`src/inc/fifo_clock_pkg.sv`:
```
// Function
// - Shared mode: one clock feeds both FIFOs
// - Shared clock derives from shared source input
// - Shared fast range uses high-frequency loop
// - Shared slow range uses low-frequency loop
// - Separate mode: independent input and output clocks
// - Input clock loop follows input range flag
// - Output clock loop follows output range flag
// - Shared-clock mode is the default
// - Wide counter divides clock, flashes LED 4
// - Heartbeat cleared by reset, counts after release
// - Optionally halve oscillator for FIFO source
// - Per-direction clocks returned only in separate mode
// - Shared clock returned only in shared mode
package fifo_clock_pkg;

  // System clock period
  localparam int CLOCK_PERIOD_NS = 100;

  // Loop acquisition times, in nanoseconds
  localparam int HF_LOCK_TIME_NS = 10000;
  localparam int LF_LOCK_TIME_NS = 40000;
  // Longest gap between source edges before lock is dropped
  localparam int STALL_TIME_NS   = 2000;

  // Least times round up, longest times round down
  localparam logic [11:0] HF_LOCK_CYCLES =
    12'((HF_LOCK_TIME_NS + CLOCK_PERIOD_NS - 1) / CLOCK_PERIOD_NS);
  localparam logic [11:0] LF_LOCK_CYCLES =
    12'((LF_LOCK_TIME_NS + CLOCK_PERIOD_NS - 1) / CLOCK_PERIOD_NS);
  localparam logic [11:0] STALL_CYCLES   =
    12'(STALL_TIME_NS / CLOCK_PERIOD_NS);

  // Speed threshold separating the two loop ranges
  localparam int FAST_RANGE_MIN_MHZ = 60;

  // Heartbeat and status lamp layout
  localparam int HEARTBEAT_WIDTH_DEF = 24;
  localparam int LED_COUNT           = 5;
  localparam int LED_HEARTBEAT       = 4;
  localparam int LED_SHARED_LOCK     = 0;
  localparam int LED_INPUT_LOCK      = 1;
  localparam int LED_OUTPUT_LOCK     = 2;
  localparam int LED_SPARE           = 3;

  // Reset values
  localparam logic [LED_COUNT-1:0] LED_RESET = 5'h00;

  // Synchronised pin slots
  localparam int PIN_COUNT  = 4;
  localparam int PIN_OSC    = 0;
  localparam int PIN_SHARED = 1;
  localparam int PIN_INPUT  = 2;
  localparam int PIN_OUTPUT = 3;

  // Loop state
  typedef enum logic [1:0] {
    DLL_IDLE,
    DLL_ACQUIRE,
    DLL_LOCKED
  } dll_state_t;

endpackage

```
`src/dll_conditioner.sv`:
```
`timescale 1ns/1ps
// Behavioural clock conditioner with two lock ranges
module dll_conditioner (
  input  wire logic clock,
  input  wire logic arst_n,
  input  wire logic enable,
  input  wire logic fast_range,
  input  wire logic src_level,
  output logic      clock_out,
  output logic      locked,
  output logic      hf_used
);
  import fifo_clock_pkg::*;

  dll_state_t  state_ff;     // Loop state
  dll_state_t  nxt_state;    // Next loop state
  logic [11:0] lock_cnt_ff;  // Acquisition progress
  logic [11:0] gap_cnt_ff;   // Cycles since last source edge
  logic        prev_ff;      // Source level one cycle ago
  logic        hf_ff;        // Range captured at acquisition start
  logic        clock_out_ff; // Conditioned clock
  logic        locked_ff;    // Lock indication

  // Edge and stall detection on the already synchronised source
  wire         src_edge  = src_level != prev_ff;
  wire         stalled   = gap_cnt_ff == STALL_CYCLES;
  wire         start     = state_ff == DLL_IDLE && enable;
  // Range in force while acquiring
  wire         use_hf    = start ? fast_range : hf_ff;
  wire  [11:0] lock_need = use_hf ? HF_LOCK_CYCLES : LF_LOCK_CYCLES;
  wire         lock_done = lock_cnt_ff == lock_need - 12'h001;

  // Next-state selection
  always_comb begin
    nxt_state = state_ff;
    case (state_ff)
      DLL_IDLE: begin
        if (enable) begin
          nxt_state = DLL_ACQUIRE;
        end
      end
      DLL_ACQUIRE: begin
        if (!enable) begin
          nxt_state = DLL_IDLE;
        end else if (lock_done && !stalled) begin
          nxt_state = DLL_LOCKED;
        end
      end
      DLL_LOCKED: begin
        if (!enable) begin
          nxt_state = DLL_IDLE;
        end else if (stalled) begin
          nxt_state = DLL_ACQUIRE;
        end
      end
      default: nxt_state = DLL_IDLE;
    endcase
  end

  // State, range capture and outputs
  always_ff @(posedge clock or negedge arst_n) begin
    if (!arst_n) begin
      state_ff     <= DLL_IDLE;
      hf_ff        <= 1'b0;
      clock_out_ff <= 1'b0;
      locked_ff    <= 1'b0;
      prev_ff      <= 1'b0;
    end else begin
      state_ff     <= nxt_state;
      hf_ff        <= enable ? use_hf : 1'b0;
      clock_out_ff <= (nxt_state == DLL_LOCKED) ? src_level : 1'b0;
      locked_ff    <= nxt_state == DLL_LOCKED;
      prev_ff      <= src_level;
    end
  end

  // Acquisition and gap counters; a stall restarts acquisition
  always_ff @(posedge clock or negedge arst_n) begin
    if (!arst_n) begin
      lock_cnt_ff <= 12'h000;
      gap_cnt_ff  <= 12'h000;
    end else begin
      if (nxt_state != DLL_ACQUIRE || stalled) begin
        lock_cnt_ff <= 12'h000;
      end else begin
        lock_cnt_ff <= lock_cnt_ff + 12'h001;
      end
      if (src_edge || !enable || stalled) begin
        gap_cnt_ff <= 12'h000;
      end else begin
        gap_cnt_ff <= gap_cnt_ff + 12'h001;
      end
    end
  end

  assign clock_out = clock_out_ff;
  assign locked    = locked_ff;
  assign hf_used   = hf_ff;

endmodule

```
`src/fifo_clock_domain_config.sv`:
```
`timescale 1ns/1ps
// FIFO clock selection, conditioning and heartbeat lamp
module fifo_clock_domain_config #(
  parameter bit common_fifo_clock_select = 1'b1,
  parameter bit shared_clock_fast_range  = 1'b0,
  parameter bit input_clock_fast_range   = 1'b0,
  parameter bit output_clock_fast_range  = 1'b0,
  parameter bit halve_oscillator_clock   = 1'b1,
  parameter int HEARTBEAT_WIDTH          =
    fifo_clock_pkg::HEARTBEAT_WIDTH_DEF
) (
  input  wire logic                             clock,
  input  wire logic                             arst_n,
  input  wire logic                             oscillator,
  input  wire logic                             shared_fifo_clock_source,
  input  wire logic                             input_fifo_clock_source,
  input  wire logic                             output_fifo_clock_source,
  output logic                                  osc_fifo_clock_source,
  output logic                                  shared_fifo_clock,
  output logic                                  input_fifo_clock,
  output logic                                  output_fifo_clock,
  output logic                                  shared_locked,
  output logic                                  input_locked,
  output logic                                  output_locked,
  output logic                                  shared_hf_used,
  output logic                                  input_hf_used,
  output logic                                  output_hf_used,
  output logic [fifo_clock_pkg::LED_COUNT-1:0]  led
);
  import fifo_clock_pkg::*;

  // Refuse widths the heartbeat cannot serve
  if (HEARTBEAT_WIDTH < 2 || HEARTBEAT_WIDTH > 32) begin : g_bad_width
    $error("HEARTBEAT_WIDTH must lie between 2 and 32");
  end

  // Raw pins gathered for synchronisation
  wire  [PIN_COUNT-1:0] pins_raw;
  logic [PIN_COUNT-1:0] sync1_ff;   // First stage, read by stage two only
  logic [PIN_COUNT-1:0] sync2_ff;   // Settled pin levels

  assign pins_raw[PIN_OSC]    = oscillator;
  assign pins_raw[PIN_SHARED] = shared_fifo_clock_source;
  assign pins_raw[PIN_INPUT]  = input_fifo_clock_source;
  assign pins_raw[PIN_OUTPUT] = output_fifo_clock_source;

  // Two-stage synchroniser for every foreign pin
  for (genvar i = 0; i < PIN_COUNT; i++) begin : g_sync
    always_ff @(posedge clock or negedge arst_n) begin
      if (!arst_n) begin
        sync1_ff[i] <= 1'b0;
        sync2_ff[i] <= 1'b0;
      end else begin
        sync1_ff[i] <= pins_raw[i];
        sync2_ff[i] <= sync1_ff[i];
      end
    end
  end

  // Mode decode; shared mode unless separate is chosen
  wire shared_mode   = common_fifo_clock_select;
  wire separate_mode = !common_fifo_clock_select;

  // Loop enables per mode; unused loops stay idle
  wire shared_en = shared_mode;
  wire input_en  = separate_mode;
  wire output_en = separate_mode;

  // Range flags, masked so the other mode's flags have no effect
  wire shared_fast = shared_mode & shared_clock_fast_range;
  wire input_fast  = separate_mode & input_clock_fast_range;
  wire output_fast = separate_mode & output_clock_fast_range;

  // Oscillator source: halved or passed straight through
  logic osc_prev_ff;  // Oscillator level one cycle ago
  logic osc_src_ff;   // FIFO clock source from the oscillator
  wire  osc_rise = sync2_ff[PIN_OSC] && !osc_prev_ff;
  wire  nxt_osc_src = halve_oscillator_clock ?
                      (osc_src_ff ^ osc_rise) :
                      sync2_ff[PIN_OSC];

  // Oscillator divider register
  always_ff @(posedge clock or negedge arst_n) begin
    if (!arst_n) begin
      osc_prev_ff <= 1'b0;
      osc_src_ff  <= 1'b0;
    end else begin
      osc_prev_ff <= sync2_ff[PIN_OSC];
      osc_src_ff  <= nxt_osc_src;
    end
  end

  // Shared clock loop, fed by the shared source
  dll_conditioner u_shared_dll (
    .clock      (clock),
    .arst_n     (arst_n),
    .enable     (shared_en),
    .fast_range (shared_fast),
    .src_level  (sync2_ff[PIN_SHARED]),
    .clock_out  (shared_fifo_clock),
    .locked     (shared_locked),
    .hf_used    (shared_hf_used)
  );

  // Input FIFO clock loop
  dll_conditioner u_input_dll (
    .clock      (clock),
    .arst_n     (arst_n),
    .enable     (input_en),
    .fast_range (input_fast),
    .src_level  (sync2_ff[PIN_INPUT]),
    .clock_out  (input_fifo_clock),
    .locked     (input_locked),
    .hf_used    (input_hf_used)
  );

  // Output FIFO clock loop
  dll_conditioner u_output_dll (
    .clock      (clock),
    .arst_n     (arst_n),
    .enable     (output_en),
    .fast_range (output_fast),
    .src_level  (sync2_ff[PIN_OUTPUT]),
    .clock_out  (output_fifo_clock),
    .locked     (output_locked),
    .hf_used    (output_hf_used)
  );

  // Heartbeat divider
  logic [HEARTBEAT_WIDTH-1:0] beat_ff;      // Free-running count
  logic [LED_COUNT-1:0]       led_ff;       // Lamp drivers
  wire  [HEARTBEAT_WIDTH-1:0] nxt_beat =
    beat_ff + {{(HEARTBEAT_WIDTH-1){1'b0}}, 1'b1};

  // Lamp pattern: lock status low, heartbeat on the top lamp
  wire  [LED_COUNT-1:0] nxt_led;
  assign nxt_led[LED_SHARED_LOCK] = shared_locked;
  assign nxt_led[LED_INPUT_LOCK]  = input_locked;
  assign nxt_led[LED_OUTPUT_LOCK] = output_locked;
  assign nxt_led[LED_SPARE]       = 1'b0;
  assign nxt_led[LED_HEARTBEAT]   = nxt_beat[HEARTBEAT_WIDTH-1];

  // Counter cleared by reset, counting from the first edge after
  always_ff @(posedge clock or negedge arst_n) begin
    if (!arst_n) begin
      beat_ff <= '0;
      led_ff  <= LED_RESET;
    end else begin
      beat_ff <= nxt_beat;
      led_ff  <= nxt_led;
    end
  end

  assign osc_fifo_clock_source = osc_src_ff;
  assign led                   = led_ff;

  // Lock flags of the three loops, shared first
  wire  [2:0]  lock_vec = {output_locked, input_locked, shared_locked};
  logic [11:0] idle_run_ff [3];  // Cycles each loop has been unlocked

  // Unlocked run length per loop, saturating, cleared by lock
  for (genvar j = 0; j < 3; j++) begin : g_idle_run
    always_ff @(posedge clock or negedge arst_n) begin
      if (!arst_n) begin
        idle_run_ff[j] <= 12'h000;                   // Count from release
      end else if (lock_vec[j]) begin
        idle_run_ff[j] <= 12'h000;                   // Locked: restart
      end else if (idle_run_ff[j] != 12'hFFF) begin
        idle_run_ff[j] <= idle_run_ff[j] + 12'h001;  // Still unlocked
      end
    end
  end
endmodule

```
`config.mk`:
```
export PLATFORM = sky130hd
export DESIGN_NAME = fifo_clock_domain_config
export DESIGN_NICKNAME = d
export VERILOG_FILES = /design/src/inc/fifo_clock_pkg.sv /design/src/dll_conditioner.sv /design/src/fifo_clock_domain_config.sv
export SDC_FILE = /design/constraint.sdc
export NUM_CORES = 1
export LEC_CHECK = 0
export BUFFER_PORTS_ARGS = -buffer_cell sky130_fd_sc_hd__buf_2
export CELL_PAD_IN_SITES_DETAIL_PLACEMENT = 1
export CELL_PAD_IN_SITES_GLOBAL_PLACEMENT = 1
export CORE_MARGIN = 1.5
export CORE_UTILIZATION = 55
export DETAILED_ROUTE_END_ITERATION = 6
export PLACE_DENSITY_LB_ADDON = 0.1
export SETUP_SLACK_MARGIN = 0.4
export SLEW_MARGIN = 20
export SYNTH_ARGS = -nofsm -noshare
export SYNTH_HDL_FRONTEND = slang
export SYNTH_HIERARCHICAL = 1
export SYNTH_SLANG_ARGS = --single-unit
```
`constraint.sdc`:
```
create_clock -name clock -period 4.7 [get_ports clock]
set_input_delay 0.47 -clock clock [delete_from_list [all_inputs] [get_ports clock]]
set_output_delay 0.47 -clock clock [all_outputs]
set_load 0.02 [all_outputs]
```
# Word level (Yosys, flattened, before mapping)
# Cells that the tools add are included.
[classes]
add_sub_neg = 4
n_eq_ne = 9
mux = 12
n_bitwise = 1
reduce_logical = 9
[ops]
columns = ["cell", "n"]
rows = [
  ["$add A12 B1 Y12 const B", 2],
  ["$add A24 B1 Y24 const B", 1],
  ["$mux W12", 2],
  ["$eq A12 B12 Y1", 1],
  ["$eq A12 B5 Y1 const B", 1],
  ["$sub A12 B1 Y12 const B", 1],
  ["$mux W9", 1],
  ["$eq A2 B2 Y1 const B", 4],
  ["$mux W2", 4],
  ["$logic_not A2 Y1", 3],
  ["$pmux W2 S3", 1],
  ["$mux W1", 4],
  ["$eq A2 B1 Y1 const B", 1],
  ["$logic_and A1 B1 Y1", 2],
  ["$logic_not A1 Y1", 2],
  ["$logic_or A1 B1 Y1", 2],
  ["$ne A2 B1 Y1 const B", 1],
  ["$ne A1 B1 Y1", 1],
  ["$xor A1 B1 Y1", 1],
]
[totals]
register_bits = 76
in_bits = 6
out_inout_bits = 15
elab_cells = 60

# Logic depth before layout (Yosys ltp)
[depth]
word_depth = 11
ltp_mapped = 7
depth_no_buf = 6

# By module
# Netlist, hierarchy kept.
[by_module_without_submodules]
columns = ["module", "n_inst", "cells_each", "area_each_um2"]
rows = [
  ["dll_conditioner", 3, 146, 1527.7],
  ["fifo_clock_domain_config", 1, 101, 1372.6],
]

# Least setup slack after synthesis
# OpenSTA, ideal clock, no wires.
[synth_timing]
path_kind = "flip-flop to flip-flop"
startpoint = "register u_shared_dll.state_ff[0]"
endpoint = "register u_shared_dll.lock_cnt_ff[10]"
setup_ns = 0.086
t_arrival_ns = 1.569
t_required_ns = 4.614
slack_ns = 3.045
path_stages_with_launch = 6
synth_period_minus_slack_ns = 1.655
cell_sequence = "dfrtp_1 > nor3b_2 > mux2i_1 > mux2_4 > buf_6 > nor3_1"
[synth_between]
elab_chain_len = 11
word_cells_on_any_way = 14
cone_classes = "add/sub (1); eq/ne (4); mux (6); reduce/logical (3)"
[synth_rtl]
columns = ["element", "line_no", "text"]
rows = [
  ["start: declaration", "dll_conditioner.sv:15", "dll_state_t state_ff;"],
  ["start signal: assignment", "dll_conditioner.sv:69", "state_ff <= nxt_state;"],
  ["$logic_not A2 Y1", "dll_conditioner.sv:27, dll_conditioner.sv:36", ""],
  ["$mux W1", "dll_conditioner.sv:29", "wire use_hf = start ? fast_range : hf_ff;"],
  ["$mux W9", "dll_conditioner.sv:30", "wire [11:0] lock_need = use_hf ? HF_LOCK_CYCLES : LF_LOCK_CYCLES;"],
  ["$sub A12 B1 Y12", "dll_conditioner.sv:31", "wire lock_done = lock_cnt_ff == lock_need - 12'h001;"],
  ["$eq A12 B12 Y1", "dll_conditioner.sv:31", ""],
  ["$logic_and A1 B1 Y1", "dll_conditioner.sv:45", "end else if (lock_done && !stalled) begin"],
  ["$mux W2", "dll_conditioner.sv:45", ""],
  ["$pmux W2 S3 *", "dll_conditioner.sv:36", "case (state_ff)"],
  ["$ne A2 B1 Y1 *", "dll_conditioner.sv:83", "if (nxt_state != DLL_ACQUIRE || stalled) begin"],
  ["$logic_or A1 B1 Y1 *", "dll_conditioner.sv:83", ""],
  ["$mux W12 *", "dll_conditioner.sv:83", ""],
  ["end signal: assignment", "dll_conditioner.sv:86", "lock_cnt_ff <= lock_cnt_ff + 12'h001;"],
  ["end: declaration", "dll_conditioner.sv:17", "logic [11:0] lock_cnt_ff;"],
]
# Every way passes the cells marked *; elsewhere a longest branch is shown, timed or not.

# Final worst setup path
[layout_timing]
startpoint = "register u_shared_dll.gap_cnt_ff[0]"
endpoint = "register u_shared_dll.locked_ff (netlist: u_shared_dll/locked)"
[layout_between]
elab_chain_len = 6
word_cells_on_any_way = 7
cone_classes = "eq/ne (2); mux (3); reduce/logical (2)"
[layout_rtl]
columns = ["element", "line_no", "text"]
rows = [
  ["start: declaration", "dll_conditioner.sv:18", "logic [11:0] gap_cnt_ff;"],
  ["start signal: assignment", "dll_conditioner.sv:91", "gap_cnt_ff <= gap_cnt_ff + 12'h001;"],
  ["$eq A12 B5 Y1 *", "dll_conditioner.sv:26", "wire stalled = gap_cnt_ff == STALL_CYCLES;"],
  ["$logic_not A1 Y1", "dll_conditioner.sv:45", ""],
  ["$logic_and A1 B1 Y1", "dll_conditioner.sv:45", ""],
  ["$mux W2", "dll_conditioner.sv:45", ""],
  ["$pmux W2 S3 *", "dll_conditioner.sv:36", ""],
  ["$eq A2 B2 Y1 *", "dll_conditioner.sv:72", "locked_ff <= nxt_state == DLL_LOCKED;"],
  ["end signal: assignment", "dll_conditioner.sv:66", "locked_ff <= 1'b0;"],
  ["end signal: assignment", "dll_conditioner.sv:72", ""],
  ["end: declaration", "dll_conditioner.sv:22", "logic locked_ff;"],
]
# Marked as above.

==> run summary <==
HOLD PATH
--------------------------------------------------------------------------------------------------------
Class of the tightest hold or removal check ............................................... input port to flop
Source of the worst hold timing path ...................................................... output_fifo_clock_source
Min-Delay Path Depth ......................................................................            1
Hold endpoint ............................................................................. sync1_ff[3]$_DFF_PN0_

WORST SETUP PATH
--------------------------------------------------------------------------------------------------------
Crit path largest cell delay ..............................................................      0.41 ns
Cell family with most CP delay ............................................................ compound AO/OA/AOI/OAI gates
Cells on worst reg2reg path ...............................................................            6
Data arrival time at the worst-slack endpoint .............................................      2.46 ns
Worst path cell trace ..................................................................... inv_1 > ha_1 > nor3b_1 > a31oi_1 > nand2b_1 > o21ai_0
Register-to-register setup slack ..........................................................      2.69 ns
Critical path launch point type ...........................................................         flop
Cell with the largest stage delay on the worst path ....................................... sky130_fd_sc_hd__dfrtp_1
Largest driver fanout on the critical path ................................................           14
Critical Path RT ..........................................................................      5.14 ns
Buffers and inverters on the worst path ...................................................            1
Type of the worst setup path .............................................................. flop to flop
Reg2Reg Capture Point ..................................................................... u_shared_dll/locked$_DFF_PN0_
Launching point of the worst reg2reg path ................................................. u_shared_dll/gap_cnt_ff[0]$_DFF_PN0_
Worst setup EP type .......................................................................         flop

LOGIC SYNTHESIS
--------------------------------------------------------------------------------------------------------
Synthesis-stage register bit count ........................................................          127
EDFF count, synth .........................................................................            0
Number of unique standard cell types used by synthesis ....................................           37
Fraction of registers with async set or reset after synthesis .............................         100%
Mean Syn Cell Area ........................................................................     11.0 um2
Post-synthesis cell count .................................................................          539
Number of synthesis warnings ..............................................................            6
Sequential share of the synthesized area ..................................................        53.4%
Total standard cell area after synthesis ..................................................     5960 um2
Main synth FF type ........................................................................ sky130_fd_sc_hd__dfrtp_1

CLOCK NETWORK
--------------------------------------------------------------------------------------------------------
Clock sink total ..........................................................................          127
Post-CTS clock slew at the launch and capture registers of the worst setup and hold paths .      0.06 ns
# hold bufs at CTS ........................................................................            1
Total number of H-tree levels .............................................................            4
Number of buffers between clock root and the deepest sink .................................            2
PostCTS Resize Cnt ........................................................................            0
Library cell used as clock root buffer .................................................... sky130_fd_sc_hd__clkbuf_8
Insertion delay to the later sink of the worst-skew pair ..................................      0.54 ns
Buffers inserted during post-CTS setup optimization .......................................            0
CTS buffer count ..........................................................................           17
CTS tree ..................................................................................         done

GLOBAL ROUTING
--------------------------------------------------------------------------------------------------------
Global-route wire length before repair ....................................................     23200 um
Vias in the first global route ............................................................         4586
Initial antenna violation count ...........................................................            0
Congestion Overflow GR ....................................................................            0
Largest net degree at the start of global routing .........................................           72
GRT Total Usage ...........................................................................        26.5%

TIMING
--------------------------------------------------------------------------------------------------------
Count of endpoints failing setup in the final report ......................................            0
Number of endpoints with negative hold slack in the final report ..........................            0
Hold Slack ................................................................................    0.0347 ns
Total negative slack ......................................................................         0 ns
Max Freq ..................................................................................    0.497 GHz
Slew at the pin closest to its max-slew limit .............................................     0.907 ns
Final min period ..........................................................................      2.01 ns
Final Max Tran Viols ......................................................................            0
Setup repair after global routing missed its margin .......................................           no
Period utilisation layout .................................................................        42.8%
Worst slew margin .........................................................................        39.5%
Max Clock Skew ............................................................................   0.00885 ns

FLOORPLANNING
--------------------------------------------------------------------------------------------------------
Die height ................................................................................       107 um
Area of the die ...........................................................................    11500 um2
Core area .................................................................................    10400 um2
Effective utilization at floorplan ........................................................        57.2%
Width of the die ..........................................................................       107 um
Total I/O pin count .......................................................................           21
Number of rows in the core area ...........................................................           37

DRT
--------------------------------------------------------------------------------------------------------
Remaining DRCs ............................................................................            0
Pre-Repair DR Iteration Count .............................................................            4
Total number of vias ......................................................................         4095
Total routed wirelength ...................................................................     13500 um
Routed WL per cell ........................................................................      18.7 um
Iteration-0 DRC count of the detailed router ..............................................          164
Number of vias per cell after detailed routing ............................................         5.70
Post-DRT Antenna Nets .....................................................................            0

POWER
--------------------------------------------------------------------------------------------------------
Net switching component of the power ......................................................       596 uW
Static leakage ............................................................................      2.96 nW
Sequential fraction of design power .......................................................        42.6%
Worst supply voltage drop on vdd ..........................................................     0.324 mV
Internal power summed over all cells ......................................................      2.08 mW
Clock power share .........................................................................        53.3%
Part of the power in combinational logic ..................................................         4.1%
Switching share of total power ............................................................        22.3%
Pwr Density ...............................................................................   394 nW/um2

FINISH
--------------------------------------------------------------------------------------------------------
Antenna Cells .............................................................................            0
Total Nets Final ..........................................................................          586
Highest-count cells in the layout ignoring fill and taps .................................. 127 x sky130_fd_sc_hd__dfrtp_1, 49 x sky130_fd_sc_hd__xnor2_1, 46 x sky130_fd_sc_hd__nor2_1
Area overhead of the layout relative to synthesis .........................................        14.1%
Most common cell after layout, fill and taps aside ........................................ sky130_fd_sc_hd__dfrtp_1
# fillers .................................................................................         1087
Share of layout cells above drive strength 1 ..............................................        11.7%

PLACEMENT
--------------------------------------------------------------------------------------------------------
Count of input and output buffers .........................................................           19
Final Wtd Congestion ......................................................................        0.798
DP HPWL ...................................................................................      8220 um

RUN STATUS
--------------------------------------------------------------------------------------------------------
Status .................................................................................... finished clean

JOB
--------------------------------------------------------------------------------------------------------
Number of max-capacitance violations reported .............................................            0

==> Yosys cell counts (3+ instances only) <==
cell | instances | area (um2)
sky130_fd_sc_hd__nor3b_2 | 3 | 37.5
sky130_fd_sc_hd__or3_1 | 3 | 18.8
sky130_fd_sc_hd__nor4bb_1 | 3 | 30.0
sky130_fd_sc_hd__and2_1 | 4 | 25.0
sky130_fd_sc_hd__a211o_1 | 3 | 26.3
sky130_fd_sc_hd__buf_6 | 6 | 67.6
sky130_fd_sc_hd__ha_1 | 10 | 125
sky130_fd_sc_hd__clkbuf_1 | 6 | 22.5
sky130_fd_sc_hd__nand2_1 | 31 | 116
sky130_fd_sc_hd__nand4_1 | 28 | 175
sky130_fd_sc_hd__xor2_1 | 37 | 324
sky130_fd_sc_hd__nor3b_1 | 6 | 45.0
sky130_fd_sc_hd__nor2_1 | 46 | 173
sky130_fd_sc_hd__nor3_1 | 39 | 195
sky130_fd_sc_hd__and4_1 | 9 | 78.8
sky130_fd_sc_hd__a31oi_1 | 3 | 18.8
sky130_fd_sc_hd__and3_1 | 10 | 62.6
sky130_fd_sc_hd__xnor2_1 | 49 | 429
sky130_fd_sc_hd__nor4_4 | 3 | 63.8
sky130_fd_sc_hd__nand2b_1 | 7 | 43.8
sky130_fd_sc_hd__o22ai_4 | 3 | 60.1
sky130_fd_sc_hd__mux2i_1 | 6 | 60.1
sky130_fd_sc_hd__nor2b_1 | 4 | 25.0
sky130_fd_sc_hd__dfrtp_1 | 127 | 3180
sky130_fd_sc_hd__nand3b_1 | 3 | 22.5
sky130_fd_sc_hd__nand4bb_1 | 3 | 33.8
sky130_fd_sc_hd__mux2_4 | 3 | 45.0
sky130_fd_sc_hd__nand3_1 | 37 | 185
sky130_fd_sc_hd__nor4_1 | 9 | 56.3
sky130_fd_sc_hd__nor4_2 | 3 | 37.5
sky130_fd_sc_hd__inv_1 | 13 | 48.8
sky130_fd_sc_hd__buf_2 | 7 | 35.0
sky130_fd_sc_hd__o21ai_0 | 9 | 45.0
==> power groups by stage <==
stage,sequential (mW),clock (mW),combinational (mW)
after floorplan,1.16,0,0.0610
after CTS,1.14,1.46,0.106
after global placement,1.16,0,0.0991
after global routing,1.14,1.49,0.125
after detailed placement,1.16,0,0.103
final,1.14,1.43,0.110
==> state kept, by name (all words and copies together) (netlist names), 4 cells and up <==
name	flops
sync1_ff	4
u_input_dll/lock_cnt_ff	12
u_shared_dll/lock_cnt_ff	12
u_shared_dll/gap_cnt_ff	12
u_input_dll/gap_cnt_ff	12
sync2_ff	4
led	4
u_output_dll/lock_cnt_ff	12
u_output_dll/gap_cnt_ff	12
beat_ff	23
==> layer usage <==
metal	up-vias	share of wire [%]	GRT usage (%)
li1	1914	-	-
met1	2108	43	32.0
met2	58	53	46.1
met3	15	2.8	5.96
met4	0	1.0	10.1
met5	-	0	0
==> logic make-up after synthesis <==
| logic type | synth area share, % |
|---|---|
| mux | 1.76 |
| fa+ha+maj | 2.10 |
| simple gates | 24.3 |
| buf+inv | 3.17 |
| xor+xnor | 12.6 |
| flops | 53.4 |
| compound gates | 2.52 |
| other cells | 0.126 |
==> layout make-up <==
class / instances / area (um2) / share of cell area (%)
Sequential cell: 127 / 3180 / 46.8
Multi-Input combinational cell: 389 / 2630 / 38.7
Clock buffer: 19 / 432 / 6.35
Clock inverter: 13 / 213 / 3.13
Tap cell: 136 / 170 / 2.50
Timing Repair Buffer: 22 / 123 / 1.80
Inverter: 13 / 48.8 / 0.718
==> per-stage QoR <==
| stage | area [um2] | std cells | power (mW) | worst slack [ns] | util, % |
|---|---|---|---|---|---|
| floorplan | 6000 | 550 | 1.22 | 3.04 | - |
| global placement | 6140 | 686 | 1.26 | 2.85 | 58.9 |
| detailed placement | 6140 | 686 | 1.26 | 2.71 | 58.9 |
| CTS | 6790 | 719 | 2.71 | 2.70 | 65.2 |
| global route | 6790 | 719 | 2.76 | 2.43 | 65.2 |
| finish | 6790 | 719 | 2.68 | 2.69 | 65.2 |
==> worst max path at each step <==
stage | slack [ns] | cells after the start | start | endpoint
after floorplan | 3.04 | 5 | u_shared_dll/state_ff[0]$_DFF_PN0_ | u_shared_dll/lock_cnt_ff[10]$_DFF_PN0_
after global placement | 2.85 | 6 | u_shared_dll/gap_cnt_ff[0]$_DFF_PN0_ | u_shared_dll/lock_cnt_ff[1]$_DFF_PN0_
after detailed placement | 2.71 | 6 | u_shared_dll/gap_cnt_ff[0]$_DFF_PN0_ | u_shared_dll/lock_cnt_ff[7]$_DFF_PN0_
after CTS | 2.70 | 6 | u_shared_dll/gap_cnt_ff[0]$_DFF_PN0_ | u_shared_dll/locked$_DFF_PN0_
after global routing | 2.43 | 6 | u_shared_dll/gap_cnt_ff[0]$_DFF_PN0_ | u_shared_dll/lock_cnt_ff[2]$_DFF_PN0_
final | 2.69 | 6 | u_shared_dll/gap_cnt_ff[0]$_DFF_PN0_ | u_shared_dll/locked$_DFF_PN0_
(Power assumes the default switching activity.)
